--- config.mk ---
export PLATFORM = sky130hd
export DESIGN_NAME = dual_interval_pulse_timer
export DESIGN_NICKNAME = d
export VERILOG_FILES = /design/src/inc/dual_timer_pkg.sv /design/src/core/pin_sync.sv /design/src/core/base_tick_div.sv /design/src/core/dual_interval_pulse_timer.sv
export SDC_FILE = /design/constraint.sdc
export NUM_CORES = 1
export LEC_CHECK = 0
export CORE_UTILIZATION = 35
export CTS_CLUSTER_DIAMETER = 120
export DETAILED_ROUTE_END_ITERATION = 12
export DONT_BUFFER_PORTS = 1
export PLACE_DENSITY_LB_ADDON = 0.2
export SKIP_LAST_GASP = 1
export SLEW_MARGIN = 20
export SYNTH_ARGS = -nofsm -noshare
export SYNTH_HDL_FRONTEND = slang
export SYNTH_SLANG_ARGS = --single-unit
--- constraint.sdc ---
create_clock -name i_ref_clk -period 8.9 [get_ports i_ref_clk]
set_input_delay 0 -clock i_ref_clk [delete_from_list [all_inputs] [get_ports i_ref_clk]]
set_output_delay 0 -clock i_ref_clk [all_outputs]
set_load 0.02 [all_outputs]
--- src/inc/dual_timer_pkg.sv ---
// Shared constants for the dual interval and pulse timer.
// Assumes a 20 MHz reference clock and a synchronous channel strobe.
package dual_timer_pkg;

    // Timer width and power-on values
    localparam int TMR_W = 16;
    localparam logic [15:0] CNT_MAX = 16'hffff;
    localparam logic [15:0] MODE_RESET = 16'h0000;

    // Channel address layout
    localparam int ADDR_PGM_BIT = 16;
    localparam int ADDR_DEV_HI = 15;
    localparam int ADDR_DEV_LO = 9;
    localparam int ADDR_SEL_BIT = 8;
    localparam int ADDR_CMD_HI = 7;

    // Command codes
    localparam logic [7:0] CMD_PREPARE = 8'h10;
    localparam logic [7:0] CMD_SET_VALUE = 8'h20;
    localparam logic [7:0] CMD_SET_MODE = 8'h22;
    localparam logic [7:0] CMD_START_PER = 8'h30;
    localparam logic [7:0] CMD_START_APER = 8'h31;
    localparam logic [7:0] CMD_STOP = 8'h32;
    localparam logic [7:0] CMD_READ_VALUE = 8'h40;
    localparam logic [7:0] CMD_DEV_RESET = 8'h7f;

    // Mode word and prepare word fields
    localparam int MODE_GATE_BIT = 15;
    localparam int MODE_EXT_BIT = 14;
    localparam int MODE_BASE_LSB = 0;
    localparam int PREP_IBIT = 0;

    // Interrupt condition codes
    localparam logic [2:0] COND_EXC = 3'h2;
    localparam logic [2:0] COND_DEV_END = 3'h3;
    localparam logic [2:0] COND_ATT = 3'h4;
    localparam logic [2:0] COND_ATT_EXC = 3'h6;
    localparam logic [2:0] COND_ATT_DE = 3'h7;

    // Command answer codes
    localparam logic [2:0] ANS_OK = 3'h7;
    localparam logic [2:0] ANS_REJECT = 3'h1;
    localparam logic [2:0] ANS_PAR_ERR = 3'h5;

    // Time bases
    localparam int CLK_PERIOD_NS = 50;
    localparam int BASE_UNIT_NS = 1000;
    localparam int CYC_PER_UNIT = BASE_UNIT_NS / CLK_PERIOD_NS;
    localparam int BASE_B_UNITS = 5;
    localparam int BASE_C_UNITS = 25;
    localparam int BASE_D_UNITS = 50;

endpackage : dual_timer_pkg

--- src/core/pin_sync.sv ---
// Three-stage synchroniser with agreement filter for one active-low pin.
// Assumes the pin idles high (pulled up) and is asynchronous.
`timescale 1ns/1ps
module pin_sync (
    // Clock and reset
    input wire logic i_ref_clk,
    input wire logic i_rst_b,
    // Pin and result
    input wire logic i_pin_b,
    output logic o_active
);
    logic s1_reg;
    logic s2_reg;
    logic s3_reg;

    // Capture chain, idle high
    always_ff @(posedge i_ref_clk) begin
        if (!i_rst_b) begin
            s1_reg <= 1'b1;
            s2_reg <= 1'b1;
            s3_reg <= 1'b1;
        end else begin
            s1_reg <= i_pin_b;
            s2_reg <= s1_reg;
            s3_reg <= s2_reg;
        end
    end

    // Level changes once stages two and three agree
    always_ff @(posedge i_ref_clk) begin
        if (!i_rst_b) begin
            o_active <= 1'b0;
        end else if (s2_reg == s3_reg) begin
            o_active <= ~s3_reg;
        end
    end
endmodule : pin_sync

--- src/core/base_tick_div.sv ---
// Internal time-base divider: one-cycle enables every 1, 5, 25 and 50 units.
// Assumes the reference clock rate set in the package.
`timescale 1ns/1ps
module base_tick_div
    import dual_timer_pkg::*;
(
    // Clock and reset
    input wire logic i_ref_clk,
    input wire logic i_rst_b,
    // Enables, index is the base select
    output logic [3:0] o_base_tick
);
    localparam logic [4:0] PRE_LAST = 5'(CYC_PER_UNIT - 1);
    localparam logic [5:0] UNIT_LAST = 6'(BASE_D_UNITS - 1);

    logic [4:0] pre_reg;
    logic [5:0] unit_reg;
    logic unit_tick;

    assign unit_tick = (pre_reg == PRE_LAST);

    // Cycle prescaler
    always_ff @(posedge i_ref_clk) begin
        if (!i_rst_b || unit_tick) begin
            pre_reg <= 5'h00;
        end else begin
            pre_reg <= pre_reg + 5'h01;
        end
    end

    // Unit counter
    always_ff @(posedge i_ref_clk) begin
        if (!i_rst_b) begin
            unit_reg <= 6'h00;
        end else if (unit_tick) begin
            unit_reg <= (unit_reg == UNIT_LAST) ? 6'h00 : unit_reg + 6'h01;
        end
    end

    // Enables
    always_ff @(posedge i_ref_clk) begin
        if (!i_rst_b) begin
            o_base_tick <= 4'h0;
        end else begin
            o_base_tick[0] <= unit_tick;
            o_base_tick[1] <= unit_tick && (int'(unit_reg) % BASE_B_UNITS == BASE_B_UNITS - 1);
            o_base_tick[2] <= unit_tick && (int'(unit_reg) % BASE_C_UNITS == BASE_C_UNITS - 1);
            o_base_tick[3] <= unit_tick && (unit_reg == UNIT_LAST);
        end
    end
endmodule : base_tick_div

--- src/core/dual_interval_pulse_timer.sv ---
// Two 16-bit down-counting timers behind a direct program control channel.
// Assumes channel strobes are synchronous to i_ref_clk; timer pins are not.
// Behaviour
// - Seven address bits match; address bit 8 picks timer.
// - Odd parity per byte, generated and checked.
// - Address bit 16 gates command reception.
// - Program control only; no cycle steal, no load.
// - Four active-low pins per timer.
// - External pulse counts on inactive-to-active edge.
// - Each external pulse counted once only.
// - Gate pin ignored unless mode gate bit set.
// - Run pin from start until stop, gate, reset.
// - Gate-enable pin follows mode bit 15.
// - Mode bit 14 selects external clock.
// - Periodic load N interrupts every N+1 pulses.
// - Running timer decrements per tick, underflow interrupts.
// - Armed gate becoming active starts counting.
// - Armed gate dropping stops, clears run, attention.
// - Condition codes 2, 3, 4, 6, 7 reported.
// - Periodic mode reloads from auto-load on underflow.
// - Underflow reports device end code 3.
// - Device end while pending flags overrun exception.
// - Halt, check, device reset clear run, mode, pending.
`timescale 1ns/1ps
module dual_interval_pulse_timer
(
    // Clock and power-on reset
    input wire logic i_ref_clk,
    input wire logic i_rst_b,
    // Other resets
    input wire logic i_halt_mchk,
    input wire logic i_sys_reset,
    // Device address strap
    input wire logic [6:0] i_dev_addr,
    // Command channel
    input wire logic [16:0] i_addr_bus,
    input wire logic i_addr_gate,
    input wire logic [15:0] i_data_bus,
    input wire logic [1:0] i_data_par,
    output logic [15:0] o_data_bus,
    output logic [1:0] o_data_par,
    output logic o_data_oe,
    output logic o_addr_gate_return,
    output logic [2:0] o_cmd_code,
    output logic o_cs_req,
    // Interrupt request
    output logic o_irq_req,
    output logic o_irq_timer,
    output logic [2:0] o_irq_code,
    input wire logic i_irq_ack,
    // Timer pins, active low
    input wire logic [1:0] i_tmr_clk_b,
    input wire logic [1:0] i_tmr_gate_b,
    output logic [1:0] o_tmr_run_b,
    output logic [1:0] o_tmr_gate_en_b
);
    import dual_timer_pkg::*;

    logic [15:0] cnt_reg [2];
    logic [15:0] auto_reg [2];
    logic [15:0] mode_reg [2];
    logic [1:0] run_reg;
    logic [1:0] per_reg;
    logic [1:0] de_pend_reg;
    logic [1:0] att_pend_reg;
    logic [1:0] exc_pend_reg;
    logic [1:0] clk_act;
    logic [1:0] clk_act_d_reg;
    logic [1:0] gate_act;
    logic [1:0] gate_act_d_reg;
    logic [1:0] underflow;
    logic [1:0] gate_end;
    logic [1:0] ack_t;
    logic [1:0] pend_any;
    logic [3:0] base_tick;
    logic ibit_reg;
    logic cmd_hit;
    logic sel;
    logic [7:0] cmd;
    logic par_ok;
    logic accept;
    logic [2:0] answer;
    logic [1:0] do_load;
    logic [1:0] do_mode;
    logic [1:0] do_start;
    logic [1:0] do_stop;
    logic do_prep;
    logic do_devrst;
    logic do_read;
    logic clear_all;

    // Time base and pin synchronisers
    base_tick_div u_base_tick_div (
        .i_ref_clk(i_ref_clk),
        .i_rst_b(i_rst_b),
        .o_base_tick(base_tick)
    );

    for (genvar p = 0; p < 2; p++) begin : g_sync
        pin_sync u_clk_sync (
            .i_ref_clk(i_ref_clk),
            .i_rst_b(i_rst_b),
            .i_pin_b(i_tmr_clk_b[p]),
            .o_active(clk_act[p])
        );
        pin_sync u_gate_sync (
            .i_ref_clk(i_ref_clk),
            .i_rst_b(i_rst_b),
            .i_pin_b(i_tmr_gate_b[p]),
            .o_active(gate_act[p])
        );
    end

    // Command decode
    assign cmd_hit = i_addr_gate && i_addr_bus[ADDR_PGM_BIT]
        && (i_addr_bus[ADDR_DEV_HI:ADDR_DEV_LO] == i_dev_addr);
    assign sel = i_addr_bus[ADDR_SEL_BIT];
    assign cmd = i_addr_bus[ADDR_CMD_HI:0];
    assign par_ok = (i_data_par[1] == ~^i_data_bus[15:8])
        && (i_data_par[0] == ~^i_data_bus[7:0]);
    assign clear_all = i_halt_mchk || i_sys_reset || do_devrst;
    assign o_cs_req = 1'b0;

    always_comb begin
        accept = 1'b0;
        answer = ANS_REJECT;
        do_load = 2'b00;
        do_mode = 2'b00;
        do_start = 2'b00;
        do_stop = 2'b00;
        do_prep = 1'b0;
        do_devrst = 1'b0;
        do_read = 1'b0;
        if (!cmd_hit) begin
            answer = ANS_REJECT;
        end else if ((cmd == CMD_PREPARE || cmd == CMD_SET_VALUE || cmd == CMD_SET_MODE)
            && !par_ok) begin
            answer = ANS_PAR_ERR;
        end else if (cmd == CMD_PREPARE) begin
            accept = 1'b1;
            do_prep = 1'b1;
        end else if (cmd == CMD_DEV_RESET) begin
            accept = 1'b1;
            do_devrst = 1'b1;
        end else if (cmd == CMD_SET_VALUE && !run_reg[sel]) begin
            accept = 1'b1;
            do_load[sel] = 1'b1;
        end else if (cmd == CMD_SET_MODE && !run_reg[sel]) begin
            accept = 1'b1;
            do_mode[sel] = 1'b1;
        end else if (cmd == CMD_START_PER || cmd == CMD_START_APER) begin
            accept = 1'b1;
            do_start[sel] = 1'b1;
        end else if (cmd == CMD_STOP) begin
            accept = 1'b1;
            do_stop[sel] = 1'b1;
        end else if (cmd == CMD_READ_VALUE) begin
            accept = 1'b1;
            do_read = 1'b1;
        end
        if (accept) begin
            answer = ANS_OK;
        end
    end

    // Command answer, one cycle after the strobe
    always_ff @(posedge i_ref_clk) begin
        if (!i_rst_b) begin
            o_addr_gate_return <= 1'b0;
            o_cmd_code <= 3'h0;
        end else begin
            o_addr_gate_return <= cmd_hit;
            o_cmd_code <= cmd_hit ? answer : 3'h0;
        end
    end

    // Read data with byte parity
    always_ff @(posedge i_ref_clk) begin
        if (!i_rst_b) begin
            o_data_bus <= 16'h0000;
            o_data_par <= 2'b00;
            o_data_oe <= 1'b0;
        end else begin
            o_data_oe <= do_read;
            if (do_read) begin
                o_data_bus <= cnt_reg[sel];
                o_data_par <= {~^cnt_reg[sel][15:8], ~^cnt_reg[sel][7:0]};
            end
        end
    end

    // Prepare field
    always_ff @(posedge i_ref_clk) begin
        if (!i_rst_b || i_sys_reset) begin
            ibit_reg <= 1'b0;
        end else if (do_prep) begin
            ibit_reg <= i_data_bus[PREP_IBIT];
        end
    end

    // Interrupt presentation, timer 0 first
    assign pend_any = de_pend_reg | att_pend_reg | exc_pend_reg;
    assign o_irq_req = ibit_reg && (pend_any != 2'b00);
    assign o_irq_timer = !pend_any[0];
    assign ack_t = {i_irq_ack && o_irq_req && o_irq_timer, i_irq_ack && o_irq_req && !o_irq_timer};

    always_comb begin
        if (att_pend_reg[o_irq_timer] && exc_pend_reg[o_irq_timer]) begin
            o_irq_code = COND_ATT_EXC;
        end else if (att_pend_reg[o_irq_timer] && de_pend_reg[o_irq_timer]) begin
            o_irq_code = COND_ATT_DE;
        end else if (att_pend_reg[o_irq_timer]) begin
            o_irq_code = COND_ATT;
        end else if (exc_pend_reg[o_irq_timer]) begin
            o_irq_code = COND_EXC;
        end else if (de_pend_reg[o_irq_timer]) begin
            o_irq_code = COND_DEV_END;
        end else begin
            o_irq_code = 3'h0;
        end
    end

    // Per-timer logic
    for (genvar t = 0; t < 2; t++) begin : g_tmr
        logic tick;
        logic clk_rise;
        logic counting;

        // Edge seen whether running or not, so a restart never recounts
        assign clk_rise = clk_act[t] && !clk_act_d_reg[t];
        assign tick = mode_reg[t][MODE_EXT_BIT] ? clk_rise
            : base_tick[mode_reg[t][MODE_BASE_LSB +: 2]];
        assign counting = run_reg[t] && !clear_all
            && (!mode_reg[t][MODE_GATE_BIT] || gate_act[t]);
        assign underflow[t] = counting && tick && (cnt_reg[t] == 16'h0000);
        assign gate_end[t] = run_reg[t] && mode_reg[t][MODE_GATE_BIT]
            && gate_act_d_reg[t] && !gate_act[t];

        always_ff @(posedge i_ref_clk) begin
            if (!i_rst_b) begin
                clk_act_d_reg[t] <= 1'b0;
                gate_act_d_reg[t] <= 1'b0;
            end else begin
                clk_act_d_reg[t] <= clk_act[t];
                gate_act_d_reg[t] <= gate_act[t];
            end
        end

        // Run state
        always_ff @(posedge i_ref_clk) begin
            if (!i_rst_b || clear_all) begin
                run_reg[t] <= 1'b0;
                per_reg[t] <= 1'b0;
            end else if (do_stop[t] || gate_end[t]) begin
                run_reg[t] <= 1'b0;
            end else if (do_start[t]) begin
                run_reg[t] <= 1'b1;
                per_reg[t] <= (cmd == CMD_START_PER);
            end
        end

        // Mode register
        always_ff @(posedge i_ref_clk) begin
            if (!i_rst_b || clear_all) begin
                mode_reg[t] <= MODE_RESET;
            end else if (do_mode[t]) begin
                mode_reg[t] <= i_data_bus;
            end
        end

        // Count and auto-load, kept through halt and system reset
        always_ff @(posedge i_ref_clk) begin
            if (!i_rst_b) begin
                cnt_reg[t] <= CNT_MAX;
                auto_reg[t] <= CNT_MAX;
            end else if (do_load[t]) begin
                cnt_reg[t] <= i_data_bus;
                auto_reg[t] <= i_data_bus;
            end else if (underflow[t] && per_reg[t]) begin
                cnt_reg[t] <= auto_reg[t];
            end else if (counting && tick) begin
                cnt_reg[t] <= cnt_reg[t] - 16'h0001;
            end
        end

        // Pending conditions, a new event wins over the acknowledge
        always_ff @(posedge i_ref_clk) begin
            if (!i_rst_b || clear_all) begin
                de_pend_reg[t] <= 1'b0;
                att_pend_reg[t] <= 1'b0;
                exc_pend_reg[t] <= 1'b0;
            end else begin
                de_pend_reg[t] <= underflow[t] || (de_pend_reg[t] && !ack_t[t]);
                att_pend_reg[t] <= gate_end[t] || (att_pend_reg[t] && !ack_t[t]);
                exc_pend_reg[t] <= (underflow[t] && de_pend_reg[t] && !ack_t[t])
                    || (exc_pend_reg[t] && !ack_t[t]);
            end
        end

        // Pins
        assign o_tmr_run_b[t] = !run_reg[t];
        assign o_tmr_gate_en_b[t] = !mode_reg[t][MODE_GATE_BIT];
        a_start_run: assert property (@(posedge i_ref_clk) disable iff (!i_rst_b)
            do_start[t] && !clear_all |=> !o_tmr_run_b[t])
            else $error("run pin not active after start");
        a_gate_en_pin: assert property (@(posedge i_ref_clk) disable iff (!i_rst_b)
            do_mode[t] && !clear_all && i_data_bus[MODE_GATE_BIT] |=> !o_tmr_gate_en_b[t])
            else $error("gate enable pin not following mode");
        a_periodic_reload: assert property (@(posedge i_ref_clk) disable iff (!i_rst_b)
            underflow[t] && per_reg[t] |=> cnt_reg[t] == $past(auto_reg[t]))
            else $error("periodic reload missed");
        a_aper_wrap: assert property (@(posedge i_ref_clk) disable iff (!i_rst_b)
            underflow[t] && !per_reg[t] |=> cnt_reg[t] == CNT_MAX)
            else $error("aperiodic underflow did not wrap");
        a_dev_end_set: assert property (@(posedge i_ref_clk) disable iff (!i_rst_b)
            underflow[t] && !clear_all |=> de_pend_reg[t])
            else $error("device end not pending after underflow");
        a_overrun_set: assert property (@(posedge i_ref_clk) disable iff (!i_rst_b)
            underflow[t] && de_pend_reg[t] && !ack_t[t] && !clear_all |=> exc_pend_reg[t])
            else $error("overrun not flagged");
        a_gate_drop: assert property (@(posedge i_ref_clk) disable iff (!i_rst_b)
            gate_end[t] && !clear_all |=> !run_reg[t] && att_pend_reg[t])
            else $error("gate drop did not stop timer");
        a_halt_clear: assert property (@(posedge i_ref_clk) disable iff (!i_rst_b)
            i_halt_mchk |=> !run_reg[t] && mode_reg[t] == MODE_RESET && !pend_any[t]
                && cnt_reg[t] == $past(cnt_reg[t]))
            else $error("halt did not clear timer state");
        a_gate_ignored: assert property (@(posedge i_ref_clk) disable iff (!i_rst_b)
            run_reg[t] && !mode_reg[t][MODE_GATE_BIT] && tick && !do_load[t] && !clear_all
                && cnt_reg[t] != 16'h0000 |=> cnt_reg[t] == $past(cnt_reg[t]) - 16'h0001)
            else $error("count held while gate disarmed");
    end
    a_pgm_gate: assert property (@(posedge i_ref_clk) disable iff (!i_rst_b)
        i_addr_gate && !i_addr_bus[ADDR_PGM_BIT] |=> !o_addr_gate_return)
        else $error("answered without address bit 16");
    a_read_parity: assert property (@(posedge i_ref_clk) disable iff (!i_rst_b)
        o_data_oe |-> (^{o_data_par[1], o_data_bus[15:8]}) && (^{o_data_par[0], o_data_bus[7:0]}))
        else $error("read data parity not odd");
endmodule : dual_interval_pulse_timer

-- Word level (Yosys, flattened, before mapping)
Memories as Yosys holds them, arrays and structs flattened.
Cells that the tools add are included.
- output and inout bits: 33
- memories kept: 3
- bits of input ports: 52
- word-level logic and storage cells: 296
- flip-flop bits (word level): 69
- bits in writable memories: 96
- memory list (name ; words ; width ; rd ports ; clocked after memory_dff ; wr ports ; line ; RTL):
    auto_reg ; 2 ; 16 ; 2 ; 0 ; 2 ; dual_interval_pulse_timer.sv:60 ; logic [15:0] auto_reg [2];
    cnt_reg ; 2 ; 16 ; 3 ; 0 ; 2 ; dual_interval_pulse_timer.sv:59 ; logic [15:0] cnt_reg [2];
    mode_reg ; 2 ; 16 ; 2 ; 0 ; 2 ; dual_interval_pulse_timer.sv:61 ; logic [15:0] mode_reg [2];
- $add $sub $neg: 4
- div/mod/pow operators: 2
- muxes and demuxes: 117
- equality and inequality tests: 19
- order comparisons: 5
- bitwise gates (word level): 18
- reduce and logical (&&, ||, !) cells: 89
- operators by type and width (cell ; number):
    $mux W16 ; 10
    $mux W1 ; 70
    $mux W2 ; 28
    $logic_and A1 B1 Y1 ; 44
    $eq A8 B6 Y1 const B ; 5
    $eq A32 B4 Y1 const B ; 1
    $eq A32 B6 Y1 const B ; 1
    $logic_not A16 Y1 ; 2
    $mod A7 B4 Y32 const B ; 1
    $mod A7 B6 Y32 const B ; 1
    $reduce_xnor A8 Y1 ; 4
    $sub A16 B1 Y16 const B ; 2
    $logic_or A1 B1 Y1 ; 18
    $eq A8 B7 Y1 const B ; 2
    $logic_not A1 Y1 ; 15
    $mux W3 ; 5
    $or A1 B1 Y1 ; 10
    $eq A8 B5 Y1 const B ; 1
    $eq A7 B7 Y1 ; 1
    $add A6 B1 Y6 const B ; 1
    $eq A1 B1 Y1 ; 6
    $eq A6 B6 Y1 const B ; 1
    $lt A2 B3 Y1 const B ; 2
    $mux W6 ; 1
    other kinds (11) ; 22

-- Longest topological paths before layout
Gate-level depths: netlist of the first run.
- depth in word-level cells: 20
- mapped depth: 20
- gate-level depth less buffers: 20

-- By module
From an unflattened synthesis of the first run, not the netlist that was laid out.
- cells, all modules: 954
- area, all modules: 8702.1 um^2
- modules (own cells, without submodules) (module ; cells each ; area each (um^2) ; instances):
    dual_interval_pulse_timer ; 651 ; 6297.3 ; 1
    base_tick_div ; 263 ; 1934.4 ; 1
    pin_sync ; 10 ; 117.6 ; 4

-- Least setup slack after synthesis of the first run
OpenSTA, ideal clock, no wires.
- kind: register -> register
- start: register u_base_tick_div.unit_reg[1]
- end: register u_base_tick_div.o_base_tick[1]
- period minus slack after synthesis: 4.651 ns
- slack: 4.249 ns
- stages on the path, launching flop included: 21
- data required time: 8.839 ns
- library setup time: 0.061 ns
- path buffers: 0
- arrival: 4.590 ns
- path through: dfxtp_1 -> inv_1 -> ha_1 -> nand2b_1 -> a21oi_1 -> inv_1 -> ha_1 -> nand2b_1 -> and2_1 -> a311oi_4 -> xnor2_1 -> ha_1 -> nor2_1 -> mux2i_1 -> nor2b_4 -> nor2_2 -> xnor2_1 -> ha_1 -> or3_1 -> o221ai_1 -> and4_1
- longest elaborated chain between the ends: 3
- ends and longest elaborated chain (item ; line ; RTL):
    from (decl) ; base_tick_div.sv:17 ; logic [5:0] unit_reg;
    from (signal assigned) ; base_tick_div.sv:36 ; unit_reg <= (unit_reg == UNIT_LAST) ? 6'h00 : unit_reg + 6'h01;
    $mod A7 B4 Y32 ; base_tick_div.sv:46 ; o_base_tick[1] <= unit_tick && (int'(unit_reg) % BASE_B_UNITS == BASE_B_UNITS - 1);
    $eq A32 B4 Y1 ; base_tick_div.sv:46 ;
    $logic_and A1 B1 Y1 ; base_tick_div.sv:46 ;
    to (signal assigned) ; base_tick_div.sv:46 ;
    to (decl) ; base_tick_div.sv:11 ; output logic [3:0] o_base_tick
Every way passes these cells.
A chain may end at the register's enable or synchronous reset.

-- Final worst setup path of the first run
- start: register u_base_tick_div.unit_reg[2]
- end: register u_base_tick_div.o_base_tick[1]
Same word-level chain as after synthesis.

==> results of run 1 <==
[metal layers]
layer,part of all wire (%),global-route usage [%],vias to the layer above
met5,0,0,-
met4,1.2,4.67,0
met3,5.2,3.47,22
met2,43,25.9,153
met1,50,25.2,3033
li1,-,-,3302
[layout make-up]
class	instances	area (um^2)	area share (%)
multi-input combinational	698	4610	47.8
timing repair buffer	42	415	4.31
sequential	141	3540	36.7
tap	319	399	4.14
clock inverter	13	101	1.05
clock buffer	19	464	4.81
inverter	31	116	1.21
[final timing paths]
| path | cells after the start | endpoint | startpoint | slack (ns) |
|---|---|---|---|---|
| min | 4 | de_pend_reg[1]$_SDFF_PP0_ | i_sys_reset | 0.02 |
| max | 20 | u_base_tick_div.o_base_tick[1]$_SDFF_PN0_ | u_base_tick_div.unit_reg[2]$_SDFFE_PN0P_ | 3.46 |
| min reg2reg | 1 | g_sync[0].u_clk_sync.s2_reg$_SDFF_PN1_ | g_sync[0].u_clk_sync.s1_reg$_SDFF_PN1_ | 0.42 |
| max reg2reg | 20 | u_base_tick_div.o_base_tick[1]$_SDFF_PN0_ | u_base_tick_div.unit_reg[2]$_SDFFE_PN0P_ | 3.46 |
[timing repair]
| action | CTS | global route |
|---|---|---|
| gates resized for setup | 0 | 0 |
| hold buffers | 36 | 0 |
| hold endpoints to repair | 131 | 0 |
[worst min-delay path, delay by kind of cell]
family             cells  cell delay, ns
and+or+nand+nor        2            0.20
AOI/OAI and AO/OA      2            0.20
[Yosys cell counts (3+ instances only)]
| library cell | instances |
|---|---|
| dfxtp_1 | 69 |
| nor2_1 | 130 |
| o221ai_1 | 4 |
| nor4b_1 | 3 |
| nand2b_1 | 23 |
| a211oi_1 | 15 |
| or4_1 | 4 |
| o22ai_1 | 3 |
| xnor2_1 | 47 |
| o21bai_1 | 3 |
| o211ai_1 | 5 |
| nor3_1 | 30 |
| and2_1 | 17 |
| ha_1 | 20 |
| nand2_1 | 57 |
| nand3_1 | 20 |
| nor3b_1 | 9 |
| edfxtp_1 | 72 |
| nor4_1 | 8 |
| xor2_1 | 31 |
| and3_1 | 5 |
| mux2i_1 | 39 |
| nand3b_1 | 4 |
| or2_2 | 20 |
| a22oi_1 | 8 |
| a32oi_1 | 3 |
| a21oi_1 | 39 |
| a22oi_2 | 8 |
| nor2b_1 | 11 |
| or3_1 | 26 |
| inv_1 | 29 |
| o21ai_0 | 39 |
| clkbuf_1 | 34 |
| nand4_1 | 9 |
| a31oi_1 | 3 |
| a21boi_0 | 4 |
[kinds of logic (layout without fill, tap and decap cells)]
| kind of cell | count (synthesis) | in the layout |
|---|---|---|
| AOI/OAI and AO/OA | 165 | 165 |
| xor gates and xnor gates | 80 | 80 |
| adders and majority gates | 20 | 20 |
| buffers and inverters | 70 | 105 |
| DFF | 141 | 141 |
| muxes | 42 | 42 |
| other | 1 | 1 |
| and+or+nand+nor | 390 | 390 |
[stage by stage]
step	hold WS [ns]	total power [uW]	utilization, %	area (um^2)	std cells
after floorplan	0.0768	768	-	8430	909
after global placement	0.0809	778	37.0	8710	1195
after detailed placement	0.0800	779	37.0	8710	1195
after CTS	0.00221	1480	41.0	9650	1263
after global routing	0.0273	1520	41.0	9650	1263
final	0.0154	1470	41.0	9650	1263
[report_power, final]
part	total, uW	switching (uW)	internal (uW)
registers	702	9.45	693
clock network	685	298	387
logic	82.0	42.8	39.2
total	1470	351	1120
==> results.md, run 1 <==
* Status: completed
* Die width at 157 um
* Global-route wire length before repair at 33.3 mm
* Area share of fa/ha/maj cells after synthesis at between 2 and 3%
* CTS tree: yes
* Diodes inserted at 0
* Chip Height at 157 um
* Synth Net Count at 981
* FILL cells at ~2,400
* Root Driver: clkbuf_16
* Largest family of logic cells by synthesized area: simple AND/OR/NAND/NOR gates
* Routed WL at 20.7 mm
* DP HPWL at 15.2 mm
* RSZ-0062 raised after global routing: no
* Compound-Gate Fraction of Synth Area at ~14%
* Setup CP Type: reg -> reg
* H-Tree Depth at 4
* Post-CTS setup buffer count at 0
* Synth unique cells at 81
* Drt first-iter violations at around 400
* Max cap viols at 0
* # DRC at 0
* Row Count at 56
* Most used DFF post-synth: edfxtp_1
* Worst slew margin at between 30% and 40%
* Initial antenna violation count at 1
* Hold Crit Class: in -> reg
* Layout area overhead at 14.4%
* Critical path's top delay family: simple AND/OR/NAND/NOR gates
* Clock Path Buffers at 2
* Yosys reg bits at ~140
* Port Buffers at 0
* Critical Path Most Common Cell: ha_1
* Post-route setup slack at roughly 3.5 ns
* Final Setup Violations at 0
* Power density over cell area at 152 mW/mm^2
* Drt wl/cell at about 16 um
* Most frequent cells in the layout: 129 x nor2_1, 72 x edfxtp_1, 69 x dfxtp_1, 57 x nand2_1, 47 x xnor2_1
* Peak VDD IR at 0.110 mV
* Async S/R FF share, synth at 0%
* Nets at between 1,000 and 1,500
* F_max at ~0.18 GHz
* Yosys Warn Count at 0
* Worst EP arrival at 5.81 ns
* GP Congestion at about 0.86
* ANT nets after route at 0
* Final setup TNS at 0 ns
* Vias per cell at 5.15
* Worst Setup End Kind: flop
* Die area at 0.0247 mm^2
* Cell Area, Synth at roughly 0.0084 mm^2
* Share of cells above drive strength 1 at a little under a tenth
* Gr ovfl total at 0
* Top-Level Pins at 85
* Synth top area cells: edfxtp_1 26%, dfxtp_1 16%, nor2_1 5.8%, xnor2_1 4.9%, mux2i_1 4.6%
* CTS buffer count at 17
* CTS Sinks at between 100 and 150
* Actual slew at the worst max-slew pin at roughly 0.99 ns
* CP Data Required Time at ~9 ns
* Skew final at ~0.013 ns
* Max Slew Vio Count at 0
* Worst-path fanout max at 17
* First drt pass iteration count at 5
* Syn Inst Count at 909
* Dpl ws at between 3 and 4 ns
* Initial core utilization at a little over a third
* Number of global-route vias before repair at between 6,000 and 7,000
* Critical path, cell by cell: inv_2 -> ha_1 -> nand2b_1 -> a21oi_1 -> inv_1 -> ha_1 -> nand2b_1 -> and2_1 -> a311oi_4 -> xnor2_1 -> ha_1 -> nor2_1 -> mux2i_1 -> nor2b_4 -> nor2_2 -> xnor2_1 -> ha_1 -> nor4b_1 -> o2bb2ai_1 -> and4_1
* Buf/Inv on CP at 2
* Aggregate global-route resource usage at between 10% and 20%
* Mux cell area share after synthesis at between 5 and 6%
* CP startpoint kind: flop
* Skew-Pair Late Insertion Delay at between 0.4 and 0.5 ns
* Commonest non-fill, non-tap cell in the layout: nor2_1
* Synth area leader: edfxtp_1
* Final Hold Vio Count at 0
* Sequential share of the synthesized area at 42.0%
* Highest-delay cell along the critical path: dfxtp_1
* Number of synthesized flops with an enable pin at 72
* Routed via count at approximately 6,500
* Share of Yosys cell area claimed by the top area cell type at 25.6%
* Largest net degree at the start of global routing at 35
* Part of the cycle the worst path needs at between 60% and 70%
* XOR/XNOR Fraction of Synth Area at under 10%
* Synth Area in Simple Gates at 23.6%
* Slowest stage delay, CP at between 0.6 and 0.7 ns
* Reg clk slew, reported paths at around 0.070 ns
* Synth Area per Inst at about 9.3 um^2
* Tmin final at roughly 5.4 ns
* Core Area at roughly 0.024 mm^2
* Leak pwr at between 0.003 and 0.004 uW
No activity file was read; power rests on OpenSTA's default activity.
==> run 2, diff against run 1 <==
==> constraint.sdc (replaced) <==
create_clock -name i_ref_clk -period 4.84 [get_ports i_ref_clk]
set_input_delay 0 -clock i_ref_clk [delete_from_list [all_inputs] [get_ports i_ref_clk]]
set_output_delay 0 -clock i_ref_clk [all_outputs]
set_load 0.02 [all_outputs]
==> results.md, run 2 (synthesis results as in run 1) <==
* Status: completed
* Final non-filler cell total at 1,276
* Number of global-route vias before repair at 6,263
* Worst slew margin at 32.6%
* Critical path's top delay family: simple AND/OR/NAND/NOR gates
* Reg clk slew, reported paths at roughly 0.060 ns
* Max Slew Vio Count at 0
* Gr ovfl total at 0
* Nets at a little over 1,000
* Worst-path fanout max at 10
* Part of the cycle the worst path needs at roughly 92%
* Worst hold start: i_addr_bus[12]
* Leak pwr at 0.00328 uW
* Final worst hold slack at approximately 0.018 ns
* Most frequent cells in the layout: 129 x nor2_1, 72 x edfxtp_1, 69 x dfxtp_1, 57 x nand2_1, 46 x xnor2_1
* Fin util at about two fifths
* Initial antenna violation count at 1
* Sw Share at approximately 22%
* Internal at approximately 2100 uW
* Die width at between 150 and 200 um
* F_max at roughly 0.22 GHz
* Highest-delay cell along the critical path: or3_1
* R2R depth at 20
* Routed via count at between 6,000 and 7,000
* Skew-Pair Late Insertion Delay at roughly 0.42 ns
* Port Buffers at 0
* # DRC at 0
* Reg2reg start: u_base_tick_div.unit_reg[2]$_SDFFE_PN0P_
* CTS buffer count at 17
* Core Area at 0.0235 mm^2
* Setup CP Type: reg -> reg
* Chip Height at roughly 160 um
* Drt wl/cell at approximately 16 um
* Max cap viols at 0
* Final Hold Vio Count at 0
* Placed Instances at 1,205
* Layout area overhead at 16.2%
* Critical Path Most Common Cell: ha_1
* Hold Crit Class: in -> reg
* Critical path, cell by cell: inv_2 -> ha_1 -> nand2b_1 -> a21oi_1 -> inv_1 -> ha_1 -> nand2b_1 -> and2_1 -> a311oi_4 -> xnor2_1 -> ha_1 -> nor2_1 -> mux2i_2 -> nor2b_4 -> nor2_2 -> xnor2_2 -> ha_1 -> or3_1 -> o221ai_1 -> and4_1
* Commonest non-fill, non-tap cell in the layout: nor2_1
* Global-route wire length before repair at between 30 and 40 mm
* Vias per cell at roughly 5.1
* Initial core utilization at a little over a third
* Actual slew at the worst max-slew pin at a little over 1 ns
* Peak VDD IR at 0.228 mV
* WHS Endpoint: o_cmd_code[0]$_SDFF_PN0_
* Seq pwr share at between 40% and 50%
* Diodes inserted at 0
* Clock share of power at between 40% and 50%
* Tmin final at 4.47 ns
* H-Tree Depth at 4
* ANT nets after route at 0
* Drt first-iter violations at 310
* CP startpoint kind: flop
* Worst EP arrival at 4.83 ns
* Final setup TNS at 0 ns
* Power density over cell area at 282 mW/mm^2
* CTS Sinks at ~140
* Top-Level Pins at between 80 and 90
* Skew final at 0.0140 ns
* CP Data Required Time at around 5.2 ns
* Largest net degree at the start of global routing at 35
* Routed WL at between 20 and 25 mm
* Buf/Inv on CP at 2
* Hold depth at 4
* Aggregate global-route resource usage at 17.2%
* GP Congestion at around 0.85
* Worst Setup End Kind: flop
* Die area at approximately 0.025 mm^2
* FF-to-FF End: u_base_tick_div.o_base_tick[1]$_SDFF_PN0_
* Slowest stage delay, CP at between 0.3 and 0.4 ns
* First drt pass iteration count at 5
* RSZ-0062 raised after global routing: no
* Setup slack, reg-to-reg at approximately 0.37 ns
* Logic gate share of total power at between 5 and 6%
* CTS tree: yes
* Share of cells above drive strength 1 at between 10% and 20%
* Root Driver: clkbuf_16
* Sw Pwr at 616 uW
* Clock Path Buffers at 2
* Final Setup Violations at 0
* DP HPWL at 15.2 mm
* Row Count at 56
run 2: worst max path at each step:
stage	endpoint	start	cells past startpoint	slack [ns]
6_report	u_base_tick_div.o_base_tick[1]$_SDFF_PN0_	u_base_tick_div.unit_reg[2]$_SDFFE_PN0P_	20	0.37
5_1_grt	u_base_tick_div.o_base_tick[1]$_SDFF_PN0_	u_base_tick_div.unit_reg[2]$_SDFFE_PN0P_	19	0.04
4_1_cts	u_base_tick_div.o_base_tick[1]$_SDFF_PN0_	u_base_tick_div.unit_reg[2]$_SDFFE_PN0P_	20	0.06
3_5_place_dp	u_base_tick_div.o_base_tick[1]$_SDFF_PN0_	u_base_tick_div.unit_reg[2]$_SDFFE_PN0P_	20	0.10
3_3_place_gp	u_base_tick_div.o_base_tick[1]$_SDFF_PN0_	u_base_tick_div.unit_reg[2]$_SDFFE_PN0P_	20	0.25
2_1_floorplan	u_base_tick_div.o_base_tick[1]$_SDFF_PN0_	u_base_tick_div.unit_reg[1]$_SDFFE_PN0P_	20	0.19
run 2: metrics by stage:
stage | total power (uW) | setup slack [ns] | instance area [um^2]
finish | 2770 | 0.367 | 9800
global placement | 1430 | 0.251 | 8790
floorplan | 1410 | 0.189 | 8430
detailed placement | 1430 | 0.102 | 8790
global route | 2860 | 0.0379 | 9800
CTS | 2790 | 0.0621 | 9770
run 2: tightest hold or removal path: cells and delay by family:
family                    cells  cell delay [ns]
xor gates and xnor gates      1             0.04
and+or+nand+nor               3             0.34
run 2: repair_timing:
action / 4_1_cts / 5_1_grt
resized for setup: 0 / 2
endpoints found under the hold margin: 136 / 0
setup buffers: 0 / 2
hold buffers: 37 / 0
setup endpoints to repair: 0 / 1
run 2: power groups by stage:
stage / Sequential [uW] / Clock, uW / Combinational (uW)
2_1_floorplan: 1310 / 0 / 102
3_3_place_gp: 1320 / 0 / 114
3_5_place_dp: 1320 / 0 / 114
4_1_cts: 1290 / 1350 / 154
5_1_grt: 1290 / 1400 / 166
6_report: 1290 / 1320 / 151
run 2: cell type report:
| class | count | area [um^2] |
|---|---|---|
| clock buffer | 22 | 507 |
| multi-input combinational | 698 | 4620 |
| sequential | 141 | 3540 |
| timing repair buffer | 55 | 515 |
| tap | 319 | 399 |
| fill | 2383 | 13700 |
| clock inverter | 10 | 98.8 |
| inverter | 31 | 116 |
run 2: routing by layer:
metal / wire [um] / vias to the layer above / part of all wire [%] / track usage [%]
li1: - / 3322 / - / -
met1: 10500 / 3030 / 51 / 24.6
met2: 8950 / 181 / 43 / 26.6
met3: 1050 / 14 / 5.1 / 3.08
met4: 173 / 0 / 0.84 / 4.21
met5: 0 / - / 0 / 0
==> run 3, diff against run 2 <==
--- a/config.mk
+++ b/config.mk
@@ -6,6 +6,7 @@
 export NUM_CORES = 1
 export LEC_CHECK = 0
 export CORE_UTILIZATION = 35
+export CTS_BUF_LIST = sky130_fd_sc_hd__clkbuf_2 sky130_fd_sc_hd__clkbuf_4 sky130_fd_sc_hd__clkbuf_8
 export CTS_CLUSTER_DIAMETER = 120
 export DETAILED_ROUTE_END_ITERATION = 12
 export DONT_BUFFER_PORTS = 1
==> results.md, run 3 (synthesis results as in run 1) <==
* Status: completed
* Worst Setup SP: u_base_tick_div.unit_reg[2]$_SDFFE_PN0P_
* Drt wl/cell at ~16 um
* Setup slack, reg-to-reg at 0.38 ns
* CTS Sinks at roughly 140
* CP Data Required Time at 5.22 ns
* Number of global-route vias before repair at about 6,300
* Setup CP Type: reg -> reg
* Share of cells above drive strength 1 at between 10 and 15%
* Global-route wire length before repair at approximately 33 mm
* Row Count at 56
* Gr ovfl total at 0
* Vias per cell at 5.12
* Routed via count at about 6,500
* Largest net degree at the start of global routing at 35
* F_max at roughly 0.22 GHz
* Chip Height at around 160 um
* Peak VDD IR at around 0.15 mV
* CTS tree: yes
* R2R depth at 20
* Pwr Total at between 2000 and 2500 uW
* FF-to-FF End: u_base_tick_div.o_base_tick[1]$_SDFF_PN0_
* Reg clk slew, reported paths at around 0.08 ns
* Worst-path fanout max at 10
* Initial antenna violation count at 1
* GP Congestion at about 0.85
* Layout area overhead at 14.6%
* Diodes inserted at 0
* ANT nets after route at 0
* Die width at approximately 160 um
* Initial core utilization at ~36%
* Power density over cell area at roughly 250 mW/mm^2
* CTS buffer count at 17
* Drt first-iter violations at 290
* Top-Level Pins at 85
* Worst Setup End Kind: flop
* Final worst hold slack at 0.0434 ns
* CP startpoint kind: flop
* Final Setup Violations at 0
* Final Hold Vio Count at 0
* Die area at 0.0247 mm^2
* Final Cell Area at between 0.009 and 0.01 mm^2
* Crit path to: u_base_tick_div.o_base_tick[1]$_SDFF_PN0_
* Fin util at about 40%
* Tmin final at roughly 4.5 ns
* Aggregate global-route resource usage at between 10% and 20%
* # DRC at 0
* Max cap viols at 0
* Most frequent cells in the layout: 129 x nor2_1, 72 x edfxtp_1, 69 x dfxtp_1, 57 x nand2_1, 46 x xnor2_1
* Skew-Pair Late Insertion Delay at around 0.45 ns
* Max Slew Vio Count at 0
* RSZ-0062 raised after global routing: no
* Root Driver: clkbuf_8
* Skew final at 0.0208 ns
* Worst slew margin at about 31%
* H-Tree Depth at 4
* Core Area at between 0.02 and 0.025 mm^2
* Routed WL at 20.6 mm
* Commonest non-fill, non-tap cell in the layout: nor2_1
* Area post-placement at between 0.008 and 0.009 mm^2
* DP HPWL at approximately 15 mm
* Hold Crit Class: in -> reg
* Actual slew at the worst max-slew pin at between 1 and 1.5 ns
* Worst EP arrival at around 4.8 ns
* Port Buffers at 0
* Leak pwr at between 0.003 and 0.004 uW
* Nets at just over 1,000
* Final setup TNS at 0 ns
* Reg2reg start: u_base_tick_div.unit_reg[2]$_SDFFE_PN0P_
* Part of the cycle the worst path needs at 92.0%
* Clock Path Buffers at 2
* First drt pass iteration count at 5
[run 3: metrics by stage]
stage / worst slack [ns] / instances
2_1_floorplan: 0.189 / 909
3_3_place_gp: 0.251 / 1205
3_5_place_dp: 0.102 / 1205
4_1_cts: 0.0547 / 1278
5_1_grt: 0.0343 / 1280
6_report: 0.385 / 1280
[run 3: worst max-delay path, cell delays in order, from the launching register on]
cell      delay, ns
dfxtp_1        0.34
inv_2          0.10
ha_1           0.21
nand2b_1       0.16
a21oi_1        0.20
inv_1          0.06
ha_1           0.35
nand2b_1       0.20
and2_1         0.21
a311oi_4       0.28
xnor2_1        0.22
ha_1           0.22
nor2_1         0.05
mux2i_2        0.27
nor2b_4        0.27
nor2_2         0.11
xnor2_2        0.18
ha_1           0.21
or3_1          0.37
o221ai_1       0.17
and4_1         0.21
[run 3: per-layer routing]
metal | up-vias | GRT usage, % | part of all wire [%]
li1 | 3332 | - | -
met1 | 3057 | 24.6 | 51
met2 | 147 | 26.5 | 44
met3 | 12 | 3.41 | 4.1
met4 | 0 | 4.16 | 0.91
met5 | - | 0 | 0
[run 3: layout make-up]
class / count / area, um^2
fill: 2401 / 13900
multi-input combinational: 698 / 4620
sequential: 141 / 3540
timing repair buffer: 59 / 556
tap: 319 / 399
clock buffer: 20 / 269
clock inverter: 12 / 159
inverter: 31 / 116
[run 3: where the power goes]
group	switching [uW]	internal (uW)	leakage, uW
logic	79.1	73.8	0.00182
registers	17.4	1270	0.00119
clock network	471	550	0.000218
total	568	1900	0.00322
[run 3: worst min path at each step]
stage | to | from | cells after the start | slack, ns
detailed placement | ibit_reg$_SDFFE_PP0P_ | i_sys_reset | 1 | 0.08
CTS | run_reg[0]$_SDFFE_PP0P_ | i_addr_bus[6] | 5 | 0.007
global route | mode_reg[0][1]$_SDFFCE_PN0P_ | i_addr_bus[8] | 3 | 0.06
global placement | ibit_reg$_SDFFE_PP0P_ | i_sys_reset | 1 | 0.08
finish | mode_reg[0][15]$_SDFFCE_PN0P_ | i_addr_bus[8] | 3 | 0.04
floorplan | ibit_reg$_SDFFE_PP0P_ | i_sys_reset | 1 | 0.08
[run 3: repair_timing]
| action | 4_1_cts | 5_1_grt |
|---|---|---|
| hold buffers | 41 | 0 |
| resized for setup | 0 | 2 |
| buffers inserted | 0 | 2 |
| endpoints found under the hold margin | 149 | 0 |
| setup endpoints to repair | 0 | 1 |
